### src/verilog/osec_regs.vh
/*
 * Register offsets, field positions, reset values and counts for the
 * output sync and enable control block.
 * Assumes inclusion by bare name from the block's design file.
 */
`ifndef OSEC_REGS_VH
`define OSEC_REGS_VH

// Register offsets on the word-wide register port
`define OSEC_ADDR_GLOBAL 8'h00
`define OSEC_ADDR_CHPWR 8'h04
`define OSEC_ADDR_PLLPWR 8'h05
`define OSEC_ADDR_PUMP 8'h35
`define OSEC_ADDR_CH1 8'h39
`define OSEC_ADDR_CH2 8'h3f
`define OSEC_ADDR_CH3 8'h44
`define OSEC_ADDR_CH4 8'h49
`define OSEC_ADDR_STATUS 8'h50

// Reset values
`define OSEC_RST_GLOBAL 16'h0020
`define OSEC_RST_CHPWR 16'h0000
`define OSEC_RST_PLLPWR 16'h0000
`define OSEC_RST_PUMP 16'h0000
`define OSEC_RST_CH 16'h0008

// global_control fields
`define OSEC_G_PWR_OFF 1
`define OSEC_G_ALIGN 5
`define OSEC_G_SPREAD 8
`define OSEC_G_PIN_SEL 14

// channel_power_control: channel n off at bit (base + n - 1)
`define OSEC_P_CH_BASE 4
`define OSEC_P_CH4 7

// channel output control fields
`define OSEC_C_FORCE 0
`define OSEC_C_QLVL 1
`define OSEC_C_PART 3
`define OSEC_C_DLY_LO 4
`define OSEC_C_DLY_HI 8
`define OSEC_C_CLEAN 9

// Tri-level page pin codes
`define OSEC_PAGE_LOW 2'b00
`define OSEC_PAGE_MID 2'b01
`define OSEC_PAGE_HIGH 2'b11

// Fill count at which both compared synchroniser stages hold pin data
`define OSEC_SYNC_FULL 2'h3

// Output-clock periods that qualify an enable change
`define OSEC_OE_QUAL 3'h4

// Synchronised pin vector positions
`define OSEC_PIN_W 12
`define OSEC_PN_PDN 0
`define OSEC_PN_GOE 1
`define OSEC_PN_SPREAD 2
`define OSEC_PN_UP 3
`define OSEC_PN_DOWN 4
`define OSEC_PN_LOCK 5
`define OSEC_PN_OE_LO 6
`define OSEC_PN_OE_HI 9
`define OSEC_PN_PG_LO 10
`define OSEC_PN_PG_HI 11

`endif

### src/verilog/osec_top.v
/*
 * Output channel synchronisation and enable control: divider alignment
 * with per-channel first-edge delay, qualified output enables, mute
 * level, power-down decode, page-pin sampling, serial/GPIO choice,
 * spread control, frequency step pulses and lock status.
 * Assumes I_CLK is the PFD reference clock, an outside serial decoder
 * presents word writes and reads on the register port, and the channel
 * dividers and prescalers give one-cycle tick pulses on I_CLK.
 */
`timescale 1ns/10ps
`default_nettype none
`include "osec_regs.vh"

module osec_top (
    input wire I_CLK, // PFD reference clock, 100 MHz
    input wire I_SRST, // Synchronous reset, active high
    input wire [7:0] I_REG_ADDR, // Register offset
    input wire [15:0] I_REG_WDATA, // Register write data
    input wire I_REG_WR, // Write strobe, one cycle
    input wire I_REG_RD, // Read strobe, one cycle
    input wire I_PDN_PIN_N, // Power-down or divider_align_pin_n
    input wire I_GLOBAL_OE, // Global output enable pin
    input wire I_SPREAD_PIN, // Spread enable pin
    input wire I_STEP_UP, // step_up_input pin
    input wire I_STEP_DOWN, // step_down_input pin
    input wire I_PLL_LOCKED, // Lock detector level
    input wire [3:0] I_CH_OE, // channel_output_enable pins
    input wire [1:0] I_PAGE_LEVEL, // page_select_pin level code
    input wire [3:0] I_OUT_TICK, // Channel output clock period pulses
    input wire [3:0] I_PRE_TICK, // Channel prescaler period pulses
    output reg [15:0] O_REG_RDATA, // Read data
    output reg O_REG_RVALID, // Read data valid, one cycle
    output reg [3:0] O_DIV_RESET, // Channel divider held in reset
    output reg [3:0] O_DIV_RUN, // Channel divider clock gate open
    output reg [3:0] O_MUTE, // Channel output muted
    output reg [3:0] O_MUTE_LEVEL, // Level driven while muted
    output reg [3:0] O_CLEAN_UPDATE, // Glitchless divider update enable
    output reg O_BYPASS_ON, // Bypass output enabled
    output reg O_GLOBAL_PWR_OFF, // All supply domains off
    output reg [3:0] O_CH_PWR_OFF, // Channel power-off
    output reg [15:0] O_PLL_PWR, // pll_power_control contents
    output reg [15:0] O_PLL_PUMP, // pll_pump_counter_enable contents
    output reg O_SERIAL_EN, // Shared pins act as serial interface
    output reg O_PAGE, // Selected configuration page
    output reg O_SPREAD_ON, // Spread spectrum enabled
    output reg O_STEP_UP, // Numerator step up, one cycle
    output reg O_STEP_DOWN, // Numerator step down, one cycle
    output reg O_LOCK, // Lock status pin value
    output reg O_LOCK_OE // Lock status pin driven
);

    // Channel register offset by index
    function [7:0] ch_addr;
        input [1:0] idx;
        begin
            case (idx)
                2'd0: ch_addr = `OSEC_ADDR_CH1;
                2'd1: ch_addr = `OSEC_ADDR_CH2;
                2'd2: ch_addr = `OSEC_ADDR_CH3;
                default: ch_addr = `OSEC_ADDR_CH4;
            endcase
        end
    endfunction

    reg [15:0] glob_q;
    reg [15:0] chpwr_q;
    reg [15:0] pllpwr_q;
    reg [15:0] pump_q;
    reg [15:0] chreg_q [0:3];

    reg [`OSEC_PIN_W-1:0] s1_q;
    reg [`OSEC_PIN_W-1:0] s2_q;
    reg [`OSEC_PIN_W-1:0] s3_q;
    reg [`OSEC_PIN_W-1:0] pin_q;
    reg [`OSEC_PIN_W-1:0] pin_prev_q;

    reg [1:0] fill_q;
    reg page_done_q;
    reg serial_q;
    reg page_q;
    reg spread_pin_q;
    reg align_prev_q;

    reg [3:0] hold_q;
    reg [5:0] dly_q [0:3];
    reg [3:0] qual_q;
    reg [2:0] qcnt_q [0:3];

    wire pin_is_align;
    wire align_lvl;
    wire align_rise;
    wire glob_off;
    wire [3:0] ch_off;
    reg [3:0] req;
    reg [15:0] rd_d;
    integer i;
    integer j;

    // Pins: first stage feeds only the second; change taken when 2 and 3 agree
    always @(posedge I_CLK) begin
        if (I_SRST) begin
            s1_q <= {`OSEC_PIN_W{1'b0}};
            s2_q <= {`OSEC_PIN_W{1'b0}};
            s3_q <= {`OSEC_PIN_W{1'b0}};
            pin_q <= {`OSEC_PIN_W{1'b0}};
            pin_prev_q <= {`OSEC_PIN_W{1'b0}};
            fill_q <= 2'h0;
        end else begin
            // Stage contents from reset are not pin data; count them out
            if (fill_q != `OSEC_SYNC_FULL) begin
                fill_q <= fill_q + 2'h1;
            end
            s1_q <= {I_PAGE_LEVEL, I_CH_OE, I_PLL_LOCKED, I_STEP_DOWN,
                     I_STEP_UP, I_SPREAD_PIN, I_GLOBAL_OE, I_PDN_PIN_N};
            s2_q <= s1_q;
            s3_q <= s2_q;
            for (i = 0; i < `OSEC_PIN_W; i = i + 1) begin
                if (s2_q[i] == s3_q[i]) begin
                    pin_q[i] <= s3_q[i];
                end
            end
            pin_prev_q <= pin_q;
        end
    end

    // Page pin caught once, after the synchroniser has filled
    always @(posedge I_CLK) begin
        if (I_SRST) begin
            page_done_q <= 1'b0;
            serial_q <= 1'b1;
            page_q <= 1'b0;
        end else if (!page_done_q && fill_q == `OSEC_SYNC_FULL &&
                     s2_q[`OSEC_PN_PG_HI:`OSEC_PN_PG_LO] ==
                     s3_q[`OSEC_PN_PG_HI:`OSEC_PN_PG_LO]) begin
            page_done_q <= 1'b1;
            case (s3_q[`OSEC_PN_PG_HI:`OSEC_PN_PG_LO])
                `OSEC_PAGE_LOW: begin
                    serial_q <= 1'b0;
                    page_q <= 1'b0;
                end
                `OSEC_PAGE_HIGH: begin
                    serial_q <= 1'b0;
                    page_q <= 1'b1;
                end
                default: begin
                    serial_q <= 1'b1;
                    page_q <= 1'b0;
                end
            endcase
        end
    end

    // Registers; writes only land while the shared pins are serial
    always @(posedge I_CLK) begin
        if (I_SRST) begin
            glob_q <= `OSEC_RST_GLOBAL;
            chpwr_q <= `OSEC_RST_CHPWR;
            pllpwr_q <= `OSEC_RST_PLLPWR;
            pump_q <= `OSEC_RST_PUMP;
            for (i = 0; i < 4; i = i + 1) begin
                chreg_q[i] <= `OSEC_RST_CH;
            end
        end else if (I_REG_WR && serial_q) begin
            if (I_REG_ADDR == `OSEC_ADDR_GLOBAL) begin
                glob_q <= I_REG_WDATA;
            end
            if (I_REG_ADDR == `OSEC_ADDR_CHPWR) begin
                chpwr_q <= I_REG_WDATA;
            end
            if (I_REG_ADDR == `OSEC_ADDR_PLLPWR) begin
                pllpwr_q <= I_REG_WDATA;
            end
            if (I_REG_ADDR == `OSEC_ADDR_PUMP) begin
                pump_q <= I_REG_WDATA;
            end
            for (i = 0; i < 4; i = i + 1) begin
                if (I_REG_ADDR == ch_addr(i[1:0])) begin
                    chreg_q[i] <= I_REG_WDATA;
                end
            end
        end
    end

    // Read mux; unmapped offsets read zero
    always @* begin
        rd_d = 16'h0000;
        case (I_REG_ADDR)
            `OSEC_ADDR_GLOBAL: rd_d = glob_q;
            `OSEC_ADDR_CHPWR: rd_d = chpwr_q;
            `OSEC_ADDR_PLLPWR: rd_d = pllpwr_q;
            `OSEC_ADDR_PUMP: rd_d = pump_q;
            `OSEC_ADDR_CH1: rd_d = chreg_q[0];
            `OSEC_ADDR_CH2: rd_d = chreg_q[1];
            `OSEC_ADDR_CH3: rd_d = chreg_q[2];
            `OSEC_ADDR_CH4: rd_d = chreg_q[3];
            `OSEC_ADDR_STATUS: rd_d = {4'h0, qual_q, hold_q, O_LOCK,
                                       O_SPREAD_ON, page_q, serial_q};
            default: rd_d = 16'h0000;
        endcase
    end

    always @(posedge I_CLK) begin
        if (I_SRST) begin
            O_REG_RDATA <= 16'h0000;
            O_REG_RVALID <= 1'b0;
        end else begin
            O_REG_RVALID <= I_REG_RD;
            if (I_REG_RD) begin
                O_REG_RDATA <= rd_d;
            end
        end
    end

    // Pin acts as align input or as active-low power-down
    assign pin_is_align = glob_q[`OSEC_G_PIN_SEL];
    assign align_lvl = glob_q[`OSEC_G_ALIGN] &
                       (pin_q[`OSEC_PN_PDN] | ~pin_is_align);
    assign align_rise = align_lvl & ~align_prev_q;
    assign glob_off = glob_q[`OSEC_G_PWR_OFF] |
                      (~pin_is_align & ~pin_q[`OSEC_PN_PDN]);
    assign ch_off = chpwr_q[`OSEC_P_CH_BASE+3:`OSEC_P_CH_BASE] |
                    {4{glob_off}};

    // Enable requests: pin enables only exist in pin mode
    always @* begin
        for (j = 0; j < 4; j = j + 1) begin
            req[j] = pin_q[`OSEC_PN_GOE] & ~ch_off[j] &
                     (serial_q | pin_q[`OSEC_PN_OE_LO + j]);
        end
    end

    // Alignment: hold while low, common release, then per-channel delay.
    // Channels with OSEC_C_PART set load in the same cycle, so equal delays line up.
    always @(posedge I_CLK) begin
        if (I_SRST) begin
            align_prev_q <= 1'b1;
            hold_q <= 4'h0;
            for (i = 0; i < 4; i = i + 1) begin
                dly_q[i] <= 6'h00;
            end
        end else begin
            align_prev_q <= align_lvl;
            for (i = 0; i < 4; i = i + 1) begin
                if (!chreg_q[i][`OSEC_C_PART]) begin
                    hold_q[i] <= 1'b0;
                    dly_q[i] <= 6'h00;
                end else if (!align_lvl) begin
                    hold_q[i] <= 1'b1;
                    dly_q[i] <= 6'h00;
                end else if (align_rise) begin
                    // Field value n gives n+1 prescaler periods, so 31 -> 32
                    dly_q[i] <= {1'b0, chreg_q[i][`OSEC_C_DLY_HI:
                                 `OSEC_C_DLY_LO]} + 6'h01;
                end else if (dly_q[i] != 6'h00 && I_PRE_TICK[i]) begin
                    dly_q[i] <= dly_q[i] - 6'h01;
                    if (dly_q[i] == 6'h01) begin
                        hold_q[i] <= 1'b0;
                    end
                end
            end
        end
    end

    // Enable qualification: a changed request must persist for four
    // output clock periods; a glitch shorter than that is dropped.
    always @(posedge I_CLK) begin
        if (I_SRST) begin
            qual_q <= 4'h0;
            for (i = 0; i < 4; i = i + 1) begin
                qcnt_q[i] <= 3'h0;
            end
        end else begin
            for (i = 0; i < 4; i = i + 1) begin
                if (req[i] == qual_q[i]) begin
                    qcnt_q[i] <= 3'h0;
                end else if (I_OUT_TICK[i]) begin
                    if (qcnt_q[i] == `OSEC_OE_QUAL - 3'h1) begin
                        qual_q[i] <= req[i];
                        qcnt_q[i] <= 3'h0;
                    end else begin
                        qcnt_q[i] <= qcnt_q[i] + 3'h1;
                    end
                end
            end
        end
    end

    // Channel outputs
    always @(posedge I_CLK) begin
        if (I_SRST) begin
            O_DIV_RESET <= 4'h0;
            O_DIV_RUN <= 4'h0;
            O_MUTE <= 4'hf;
            O_MUTE_LEVEL <= 4'h0;
            O_CLEAN_UPDATE <= 4'h0;
            O_CH_PWR_OFF <= 4'h0;
            O_GLOBAL_PWR_OFF <= 1'b0;
            O_BYPASS_ON <= 1'b0;
            O_PLL_PWR <= 16'h0000;
            O_PLL_PUMP <= 16'h0000;
        end else begin
            for (i = 0; i < 4; i = i + 1) begin
                O_DIV_RESET[i] <= hold_q[i];
                // Gate sits at the divider, so an off divider cannot enable
                O_DIV_RUN[i] <= qual_q[i] & ~hold_q[i] & ~ch_off[i];
                O_MUTE[i] <= ~qual_q[i] | hold_q[i] | ch_off[i] |
                             chreg_q[i][`OSEC_C_FORCE];
                O_MUTE_LEVEL[i] <= chreg_q[i][`OSEC_C_QLVL];
                O_CLEAN_UPDATE[i] <= chreg_q[i][`OSEC_C_CLEAN];
            end
            O_CH_PWR_OFF <= ch_off;
            O_GLOBAL_PWR_OFF <= glob_off;
            // Bypass ignores the global enable
            O_BYPASS_ON <= ~chpwr_q[`OSEC_P_CH4] & ~glob_off;
            O_PLL_PWR <= pllpwr_q;
            O_PLL_PUMP <= pump_q;
        end
    end

    // Spread: the pin can only switch spread off, never back on
    always @(posedge I_CLK) begin
        if (I_SRST) begin
            spread_pin_q <= 1'b1;
            O_SPREAD_ON <= 1'b0;
        end else begin
            if (!pin_q[`OSEC_PN_SPREAD] && page_done_q) begin
                spread_pin_q <= 1'b0;
            end
            O_SPREAD_ON <= glob_q[`OSEC_G_SPREAD] | spread_pin_q;
        end
    end

    // Step pulses, lock pin and mode outputs
    always @(posedge I_CLK) begin
        if (I_SRST) begin
            O_STEP_UP <= 1'b0;
            O_STEP_DOWN <= 1'b0;
            O_LOCK <= 1'b0;
            O_LOCK_OE <= 1'b0;
            O_SERIAL_EN <= 1'b0;
            O_PAGE <= 1'b0;
        end else begin
            O_STEP_UP <= pin_q[`OSEC_PN_UP] &
                         ~pin_prev_q[`OSEC_PN_UP];
            O_STEP_DOWN <= pin_q[`OSEC_PN_DOWN] &
                           ~pin_prev_q[`OSEC_PN_DOWN];
            O_LOCK <= pin_q[`OSEC_PN_LOCK];
            O_LOCK_OE <= 1'b1;
            O_SERIAL_EN <= serial_q & page_done_q;
            O_PAGE <= page_q;
        end
    end

endmodule // osec_top
`default_nettype wire

### config.mk
export PLATFORM = sky130hd
export DESIGN_NAME = osec_top
export DESIGN_NICKNAME = d
export VERILOG_FILES = /design/src/verilog/osec_top.v
export VERILOG_INCLUDE_DIRS = /design/src /design/src/verilog
export SDC_FILE = /design/constraint.sdc
export NUM_CORES = 1
export LEC_CHECK = 0
export ABC_AREA = 1
export ABC_CLOCK_PERIOD_IN_PS = 3700
export BUFFER_PORTS_ARGS = -buffer_cell sky130_fd_sc_hd__buf_2
export CORE_MARGIN = 1
export CORE_UTILIZATION = 50
export CTS_BUF_LIST = sky130_fd_sc_hd__clkbuf_8 sky130_fd_sc_hd__clkbuf_16
export CTS_CLUSTER_DIAMETER = 150
export DETAILED_ROUTE_END_ITERATION = 7
export PLACE_DENSITY = 0.69
export RECOVER_POWER = 25
export SLEW_MARGIN = 40
export SYNTH_ARGS = -nofsm -noshare
export SYNTH_HDL_FRONTEND = slang
export SYNTH_SLANG_ARGS = --single-unit
### constraint.sdc
create_clock -name I_CLK -period 3.7 [get_ports I_CLK]
set_input_delay 0.185 -clock I_CLK [delete_from_list [all_inputs] [get_ports I_CLK]]
set_output_delay 0.185 -clock I_CLK [all_outputs]
set_load 0.02 [all_outputs]
==> flow_metrics.tcl, run 1 <==
set metrics [dict create \
    start_util 0.515 \
    dp_hpwl_um 22200 \
    netlist_area_um2 12700 \
    io_pins 130 \
    routed_via_density 5.21 \
    pre_cts_ws_ns 1.36 \
    yosysTopAreaCell "dfxtp_1" \
    ys_top_cells_by_count "nor2_1 (256), dfxtp_1 (209), nand2_1 (199)" \
    synth_top_area_share 0.330 \
    async_flop_share 0 \
    first_global_vias 9671 \
    drtIter0Drc 794 \
    crit_arrival_ns 2.97 \
    gp_congestion 0.867 \
    rsz0062_at_grt "false" \
    synth-edff-count 100 \
    fp.dieW_um 161 \
    slew_violations 94 \
    synth_nets 1552 \
    numCtsBuffers 31 \
    layout.cells.non_filler 1976 \
    overflow 0 \
    route.detailed.wl_per_inst_um 16.3 \
    r2r-start "glob_q[14]" \
    drc 0 \
    p_leak_uw 0.00653 \
    setup-tns-final_ns 0 \
    layout_worst_path_cycle_share 0.672 \
    avgSynthCellArea_um2 8.58 \
    worstSetupEndpointType "flip-flop" \
    antenna_found_initial 1 \
    setup_viol 0 \
    status "complete, but fails checks" \
    fp-row-count 57 \
    post_cts_resized 0 \
    whs_ns 0.0866 \
    htree_num_levels 1 \
    nets 1701 \
    portBuffers 129 \
    cts_sinks 309 \
    tightest_slew_ns 1.99 \
    cp.required_ns 4.18 \
    crit_start "I_SRST" \
    ff2ff_path_depth 8 \
    drive_above_1_share 0.127 \
    clk_pin_slew_ns 0.06 \
    die_y_um 161 \
    peakVddDrop_v 0.000326 \
    maxCapViolations 2 \
    hold_violations 0 \
    grt_usage 0.246 \
    power_uw 7240 \
    core_um2 24600 \
    holdCritStartpoint "I_PRE_TICK[3]" \
    synth_most_common_cell "nor2_1" \
    cts_buffer_depth 3 \
    min_period_ns 2.49 \
    max_slew_margin -0.327 \
    cts_root_buf "clkbuf_16" \
    cts_tree "yes" \
    synth_warnings 0 \
    p_per_area_nw_per_um2 487 \
    diodes 0 \
    path_class "in -> reg" \
    finClkSkew_ns 0.00651 \
    endpoint "page_q" \
    yosysUniqueCellTypes 42 \
    drt_first_pass_iters 7 \
    netlist_instances 1478 \
    vias 10300 \
    fillers 2145 \
    fmax_mhz 402 \
    syn2layout_area_growth_pct 17.2 \
    clkLatencyLatePin_ns 0.56 \
    seq_area_frac_synth 0.567 \
    path_max_fanout 47 \
    grt_pass1_wl_um 50600 \
    synthTopCellsByArea "dfxtp_1 (33%), edfxtp_1 (24%), nor2_1 (7.6%), nand2_1 (5.9%), inv_1 (5.6%)" \
    postCtsSetupRepairBufs 0 \
    die_area_um2 26000 \
    dp.cells 1886 \
    detail-route-antenna-nets 0 \
    r2r_end "dly_q[1][1]" \
    ys_ff_latch 309 \
    ys.flop_type "dfxtp_1" \
    worstSetupStartpointType "input port" \
    fin_ws_ns 1.21 \
    grt_max_degree 85 \
    min_path_type "in -> reg" \
    regToRegSetupSlack_ns 1.74 \
    wirelength_um 32200 \
    hold_depth 4 \
    violations "max-capacitance violations, max-slew violations" \
]
flip-flops by register name, summed over array words and instances, names as in the netlist, 10 cells and up:
signal,flops
pump_q,16
O_REG_RDATA,16
O_PLL_PUMP,16
dly_q,24
chreg_q,64
s2_q,12
O_PLL_PWR,16
qcnt_q,12
s3_q,12
glob_q,16
pllpwr_q,16
pin_q,10
s1_q,12
chpwr_q,16
worst max-delay path, cell delays in order:
cell,delay [ns]
clkbuf_1,0.12
inv_1,0.71
clkbuf_1,1.40
o21ai_0,0.31
a21oi_1,0.21
per-stage QoR:
stage | utilization | area, um2
floorplan | - | 12700
global placement | 0.551 | 13600
detailed placement | 0.551 | 13600
CTS | 0.606 | 14900
global route | 0.604 | 14900
finish | 0.604 | 14900
report_power, final:
part / switching, uW / internal [uW]
clock network: 1300 / 1790
logic: 323 / 173
registers: 61.6 / 3600
total: 1680 / 5560
cells in the final DEF, fill, tap and decap left out, types with 10 or more instances in the layout:
cell type and count:
nor2_1 254, dfxtp_1 209, nand2_1 199, inv_1 196, nand3_1 127, a21oi_1 113, buf_2 111, edfxtp_1 100
o21ai_0 72, clkbuf_16 33, dlygate4sd3_1 32, ha_1 26, o21ai_1 21, clkbuf_1 21, xor2_1 17, buf_4 13
nor3_1 11, clkinv_2 10
repair_timing:
action | 4_1_cts | 5_1_grt
hold buffers | 32 | 0
setup endpoints to repair | 0 | 0
endpoints found under the hold margin | 50 | 0
logic make-up after synthesis:
family	count (synthesis)	synth area share
XOR/XNOR	25	0.0173
buffers and inverters	259	0.0828
AND/OR/NAND/NOR	631	0.213
flip-flops	309	0.567
adder cells (fa/ha/maj)	26	0.0256
AO/OA/AOI/OAI	228	0.0947
final cells by class:
type,instances,area (um2),area share
multi-input cells,910,4450,0.299
inverters,197,739,0.0497
well taps,324,405,0.0273
clock buffers,35,853,0.0574
repair buffers,178,1060,0.0715
clock inverters,23,165,0.0111
flip-flops and latches,309,7190,0.483
routing by layer:
metal	global-route usage	vias up	share of wire
li1	-	5071	-
met1	0.333	4788	0.44
met2	0.400	373	0.46
met3	0.0419	72	0.072
met4	0.0823	0	0.031
met5	0	-	0
worst min path at each step:
stage,to,slack [ns]
after detailed placement,O_STEP_DOWN,0.39
after global routing,hold_q[3],0.13
after CTS,O_REG_RDATA[2],0.04
final,hold_q[3],0.09
after floorplan,s1_q[0],0.29
after global placement,O_STEP_DOWN,0.38
(Power assumes the default switching activity.)
==> inputs of run 2 (changes only) <==
- ABC_AREA: 1 -> 0
- ABC_CLOCK_PERIOD_IN_PS: 3700 -> 2340
- clock period: 3.7 -> 2.34 ns (I/O delays scaled with it)
==> run 2 against run 1 <==
  * The flow finishes with violations (design-rule violations)
  * Cell count down 12%
  * Clock-buffer cell count up 1
  * Largest power group unchanged
  * Design area down 0.82%
  * Highest routed layer unchanged
  * Critical endpoint is now chreg_q[2][12]
  * Setup slack worse by 1.0 ns
  * Critical path type unchanged
  * Clock skew up 0.0083 ns
  * First-iteration DRC count up 0.13%
  * Via count down 6.2%
==> flow_metrics.tcl, run 2 <==
set metrics [dict create \
    status "complete, but fails checks" \
    violations "design-rule violations" \
    min_path_type "in -> reg" \
    synthSimpleGateAreaFrac 0.204 \
    route.detailed.wl_per_inst_um 18.7 \
    die_area_um2 25600 \
    diodes 0 \
    netlist_area_um2 12500 \
    avgSynthCellArea_um2 10.3 \
    grt_pass1_wl_um 49800 \
    power.internal_uw 8710 \
    hold_violations 0 \
    synth_warnings 0 \
    crit_arrival_ns 2.45 \
    p_leak_uw 0.00545 \
    gp_congestion 0.932 \
    netlist_instances 1217 \
    wirelength_um 32300 \
    detail-route-antenna-nets 0 \
    reg_top3 "chreg_q: 64 flops, dly_q: 24 flops" \
    ys_top_cells_by_count "dfxtp_1 (209), nand2_1 (195), edfxtp_1 (100)" \
    synth_nets 1291 \
    clk_pin_slew_ns 0.06 \
    nets 1457 \
    vias 9668 \
    routed_via_density 5.59 \
    rsz0062_at_grt "false" \
    r2r-start "serial_q" \
    drtIter0Drc 795 \
    regToRegSetupSlack_ns 0.31 \
    grt.met1_usage 0.325 \
    seq_area_frac_synth 0.575 \
    first_global_vias 9064 \
    seqCellArea_um2 7190 \
    grt_use_met2 0.405 \
    hold_depth 5 \
    multi_input_area_um2 4910 \
    ys.flop_type "dfxtp_1" \
    async_flop_share 0 \
    max_slew_margin 0.455 \
    whs_ns 0.0896 \
    overflow 0 \
    cts_buffer_depth 3 \
    drt_first_pass_iters 8 \
    p_sw_frac 0.232 \
    drive_above_1_share 0.107 \
    synth-edff-count 100 \
    path_class "in -> reg" \
    power_frac_comb 0.074 \
    fp.dieW_um 160 \
    final_core_util 0.604 \
    setup_viol 0 \
    top_register "chreg_q" \
    layout_common_cells "dfxtp_1 (209), nand2_1 (195), edfxtp_1 (100), nor2b_1 (96), a21oi_1 (87)" \
    core_um2 24400 \
    pwr-share-seq 0.515 \
    cts_tree "yes" \
    finClkSkew_ns 0.0148 \
    fp-row-count 57 \
    min_period_ns 2.13 \
    slew_violations 0 \
    synth_top_family_by_area "simple AND/OR/NAND/NOR gates" \
    drc 12 \
    mostFrequentLayoutCell "dfxtp_1" \
    gr-usage-met3 0.0478 \
    io_pins 130 \
    die_y_um 160 \
    yosysUniqueCellTypes 57 \
    path_max_fanout 15 \
    start_util 0.513 \
    clkLatencyLatePin_ns 0.57 \
    fmax_mhz 469 \
    p_per_area_nw_per_um2 769 \
    cts_root_buf "clkbuf_16" \
    htree_num_levels 1 \
    antenna_found_initial 0 \
    cts_sinks 309 \
    largest_reg_flops 64 \
    crit_start "I_SRST" \
    synth-compound-area-share 0.124 \
    worstSetupStartpointType "input port" \
    r2r_end "glob_q[7]" \
    clkPwrFrac 0.411 \
    ff2ff_path_depth 5 \
    fillers 2093 \
    peakVddDrop_v 0.000607 \
    synth_top_area_share 0.335 \
    switchingPower_uw 2630 \
    endpoint "chreg_q[2][12]" \
    syn2layout_area_growth_pct 17.9 \
    tightest_slew_ns 0.817 \
    cp.required_ns 2.65 \
    numCtsBuffers 31 \
    synthTopCellsByArea "dfxtp_1 (33%), edfxtp_1 (24%), nand2_1 (5.9%), nor2b_1 (4.8%), a21oi_1 (3.5%)" \
    dp_hpwl_um 22600 \
    synth-adder-area-share 0.0260 \
    ys_ff_latch 309 \
    grt_max_degree 177 \
    grt_usage 0.249 \
    worstSetupEndpointType "flip-flop" \
    layout_worst_path_cycle_share 0.912 \
    synth_xor_xnor_area_share 0.0252 \
    top_usage_layer "met2" \
    synthMuxAreaShare 0.0133 \
    yosysTopAreaCell "dfxtp_1" \
    synth_most_common_cell "dfxtp_1" \
    maxCapViolations 0 \
    setup-tns-final_ns 0 \
    portBuffers 129 \
]
[run 2: logic make-up (layout without fill, tap and decap cells)]
family                     Yosys count  count (layout)
AOI/OAI and AO/OA                  248             248
DFF                                309             309
adders and majority gates           26              26
muxes                               16              16
and+or+nand+nor                    492             492
buffers and inverters               90             280
xor gates and xnor gates            36              36
[run 2: area by class of cell]
class | instances | area share
well taps | 324 | 0.0275
clock inverters | 21 | 0.00832
clock buffers | 36 | 0.0573
inverters | 26 | 0.00662
flip-flops and latches | 309 | 0.487
multi-input cells | 818 | 0.333
repair buffers | 197 | 0.0797
[run 2: layer usage]
metal,share of wire,up-vias
met3,0.081,87
li1,-,4578
met4,0.041,0
met1,0.42,4571
met5,0,-
met2,0.46,432
[run 2: worst min path at each step]
| stage | from | to | slack [ns] |
|---|---|---|---|
| after floorplan | I_REG_WDATA[5] | glob_q[5] | 0.24 |
| after global placement | I_STEP_UP | s1_q[3] | 0.33 |
| after detailed placement | I_PLL_LOCKED | s1_q[5] | 0.33 |
| after CTS | I_REG_WR | chreg_q[3][3] | 0.07 |
| after global routing | I_REG_WR | chreg_q[3][3] | 0.09 |
| final | I_PRE_TICK[3] | hold_q[3] | 0.09 |
[run 2: power groups by stage]
stage          combinational [uW]  clock [uW]  sequential (uW)
6_report                      839        4650             5840
5_1_grt                       916        4930             5860
4_1_cts                       838        4710             5840
3_5_place_dp                  783           0             5960
3_3_place_gp                  767           0             5950
2_1_floorplan                 508           0             5940
[run 2: worst max-delay path, stage by stage]
cell           delay, ns
dlygate4sd3_1       0.53
clkbuf_1            0.62
inv_1               0.32
buf_4               0.28
nand3_1             0.16
nor2_1              0.06
buf_4               0.18
and2_1              0.17
[run 2: what timing repair did]
action                                  4_1_cts  5_1_grt
setup buffers                                 0        0
hold buffers                                 35        0
resized for setup                             0        0
endpoints found under the setup margin        0        0
hold endpoints to repair                    102        0
[run 2: stage by stage]
stage                     std cells  setup slack [ns]  cell area (um2)  total power, uW
after floorplan                1217            0.0395            12500             6440
after global placement         1639             0.419            13500             6720
after detailed placement       1639             0.365            13500             6740
after CTS                      1731             0.348            14800            11400
after global routing           1731             0.143            14700            11700
final                          1731             0.206            14700            11300
==> inputs of run 3 (changes only) <==
- CORE_ASPECT_RATIO: unset -> 1.25
==> run 3 against run 2 <==
  * Via count fell by 0.14%
  * Power is 3.0% higher
  * Die area about the same
  * The flow finishes with violations (max-capacitance violations, max-slew violations)
  * Highest routed layer is now met5
  * Register-to-register slack about the same
==> flow_metrics.tcl, run 3 (synthesis results as in run 2) <==
set metrics [dict create \
    overflow 0 \
    numCtsBuffers 29 \
    layout_common_cells "dfxtp_1 (209), nand2_1 (195), buf_2 (114), edfxtp_1 (100), nor2b_1 (96)" \
    fin_ws_ns 0.300 \
    cp.required_ns 2.64 \
    core_um2 24500 \
    path_max_fanout 6 \
    min_path_type "in -> reg" \
    violations "max-capacitance violations, max-slew violations" \
    die_area_um2 25600 \
    die_y_um 179 \
    reg_top3 "chreg_q: 64 flops, dly_q: 24 flops" \
    grt_usage 0.259 \
    rsz0062_at_grt "false" \
    regToRegSetupSlack_ns 0.30 \
    max_slew_margin -0.0306 \
    fp-row-count 64 \
    fp.dieW_um 143 \
    cp_cell_sequence "or4_1 -> o21ai_0 -> or3_1 -> o21a_1 -> a21oi_1" \
    cts_buffer_depth 3 \
    setup_viol 0 \
    layout.cells.non_filler 1740 \
    crit_buf_inv 0 \
    p_leak_uw 0.00566 \
    diodes 0 \
    tightest_slew_ns 1.55 \
    cts_root_buf "clkbuf_16" \
    detail-route-antenna-nets 0 \
    finClkSkew_ns 0.0143 \
    r2r_end "dly_q[0][1]" \
    route.detailed.wl_per_inst_um 19.0 \
    crit_family "simple AND/OR/NAND/NOR gates" \
    antenna_found_initial 1 \
    layout_worst_path_cycle_share 0.872 \
    fmax_mhz 490 \
    p_per_area_nw_per_um2 782 \
    min_period_ns 2.04 \
    drt_first_pass_iters 5 \
    holdCritStartpoint "I_PRE_TICK[1]" \
    routed_via_density 5.55 \
    cts_sinks 309 \
    hold_depth 5 \
    wirelength_um 33000 \
    grt.met1_usage 0.321 \
    r2r-start "dly_q[0][3]" \
    nets 1463 \
    worstSetupEndpointType "flip-flop" \
    top_usage_layer "met2" \
    dp_hpwl_um 23500 \
    drive_above_1_share 0.156 \
    drtIter0Drc 809 \
    gr-usage-met3 0.0398 \
    grt_pass1_wl_um 50000 \
    slowest_delay_ns 0.58 \
    start_util 0.510 \
    drc 0 \
    peakVddDrop_v 0.000609 \
    grt_use_met2 0.438 \
    crit_arrival_ns 2.34 \
    syn2layout_area_growth_pct 19.4 \
    ff2ff_path_depth 5 \
    gp_congestion 0.985 \
    htree_num_levels 1 \
    clk_pin_slew_ns 0.06 \
    pre_cts_ws_ns 0.301 \
    maxCapViolations 1 \
    worstSetupStartpointType "flip-flop" \
    path_class "reg -> reg" \
    mostFrequentLayoutCell "dfxtp_1" \
    fillers 2100 \
    slowest_stage "or4_1" \
    status "complete, but fails checks" \
    top_register "chreg_q" \
    vias 9654 \
    largest_reg_flops 64 \
    slew_violations 94 \
    grt_max_degree 94 \
    whs_endpoint "hold_q[1]" \
    portBuffers 129 \
    postCtsSetupRepairBufs 0 \
    hold_violations 0 \
    first_global_vias 9086 \
    clkLatencyLatePin_ns 0.57 \
    dp.cells 1654 \
    cts_tree "yes" \
    io_pins 130 \
    setup-tns-final_ns 0 \
]
==> run 3: layer usage <==
| layer | up-vias | wire length (um) |
|---|---|---|
| li1 | 4597 | - |
| met5 | - | 10 |
| met3 | 96 | 2150 |
| met4 | 2 | 1590 |
| met1 | 4578 | 13300 |
| met2 | 381 | 16000 |
==> run 3: worst max path at each step <==
| stage | startpoint | end | cells past startpoint |
|---|---|---|---|
| after floorplan | I_REG_ADDR[5] | chreg_q[2][0] | 5 |
| after global placement | I_REG_ADDR[2] | chreg_q[1][9] | 5 |
| after detailed placement | I_REG_ADDR[2] | chreg_q[1][11] | 5 |
| after CTS | dly_q[0][3] | dly_q[0][1] | 5 |
| after global routing | I_SRST | O_STEP_DOWN | 5 |
| final | dly_q[0][3] | dly_q[0][1] | 5 |
==> run 3: repair_timing <==
item                                   CTS  global route
endpoints found under the hold margin  102             0
setup endpoints to repair                0             0
resized for setup                        0             0
hold buffers                            34             0
==> run 3: cell type report <==
class | count | area (um2) | area share
flip-flops and latches | 309 | 7190 | 0.482
multi-input cells | 818 | 4910 | 0.329
repair buffers | 205 | 1270 | 0.0853
clock buffers | 41 | 913 | 0.0612
well taps | 330 | 413 | 0.0277
clock inverters | 11 | 129 | 0.00864
inverters | 26 | 97.6 | 0.00654
==> run 3: stage by stage <==
step	total power [uW]	utilization	hold WS (ns)	area, um2
floorplan	6440	-	0.241	12500
global placement	6720	0.554	0.327	13600
detailed placement	6740	0.554	0.336	13600
CTS	11700	0.610	0.0608	15000
global route	12000	0.609	0.109	14900
finish	11700	0.609	0.0844	14900
==> run 3: worst min-delay path, stage by stage <==
cell	delay, ns
buf_2	0.10
a21boi_0	0.14
nand4_1	0.10
a21oi_1	0.06
nor2_1	0.08
==> run 3: power by group <==
part	internal (uW)	switching, uW	total [uW]
registers	5710	124	5840
logic	337	509	846
clock network	2950	2040	4990
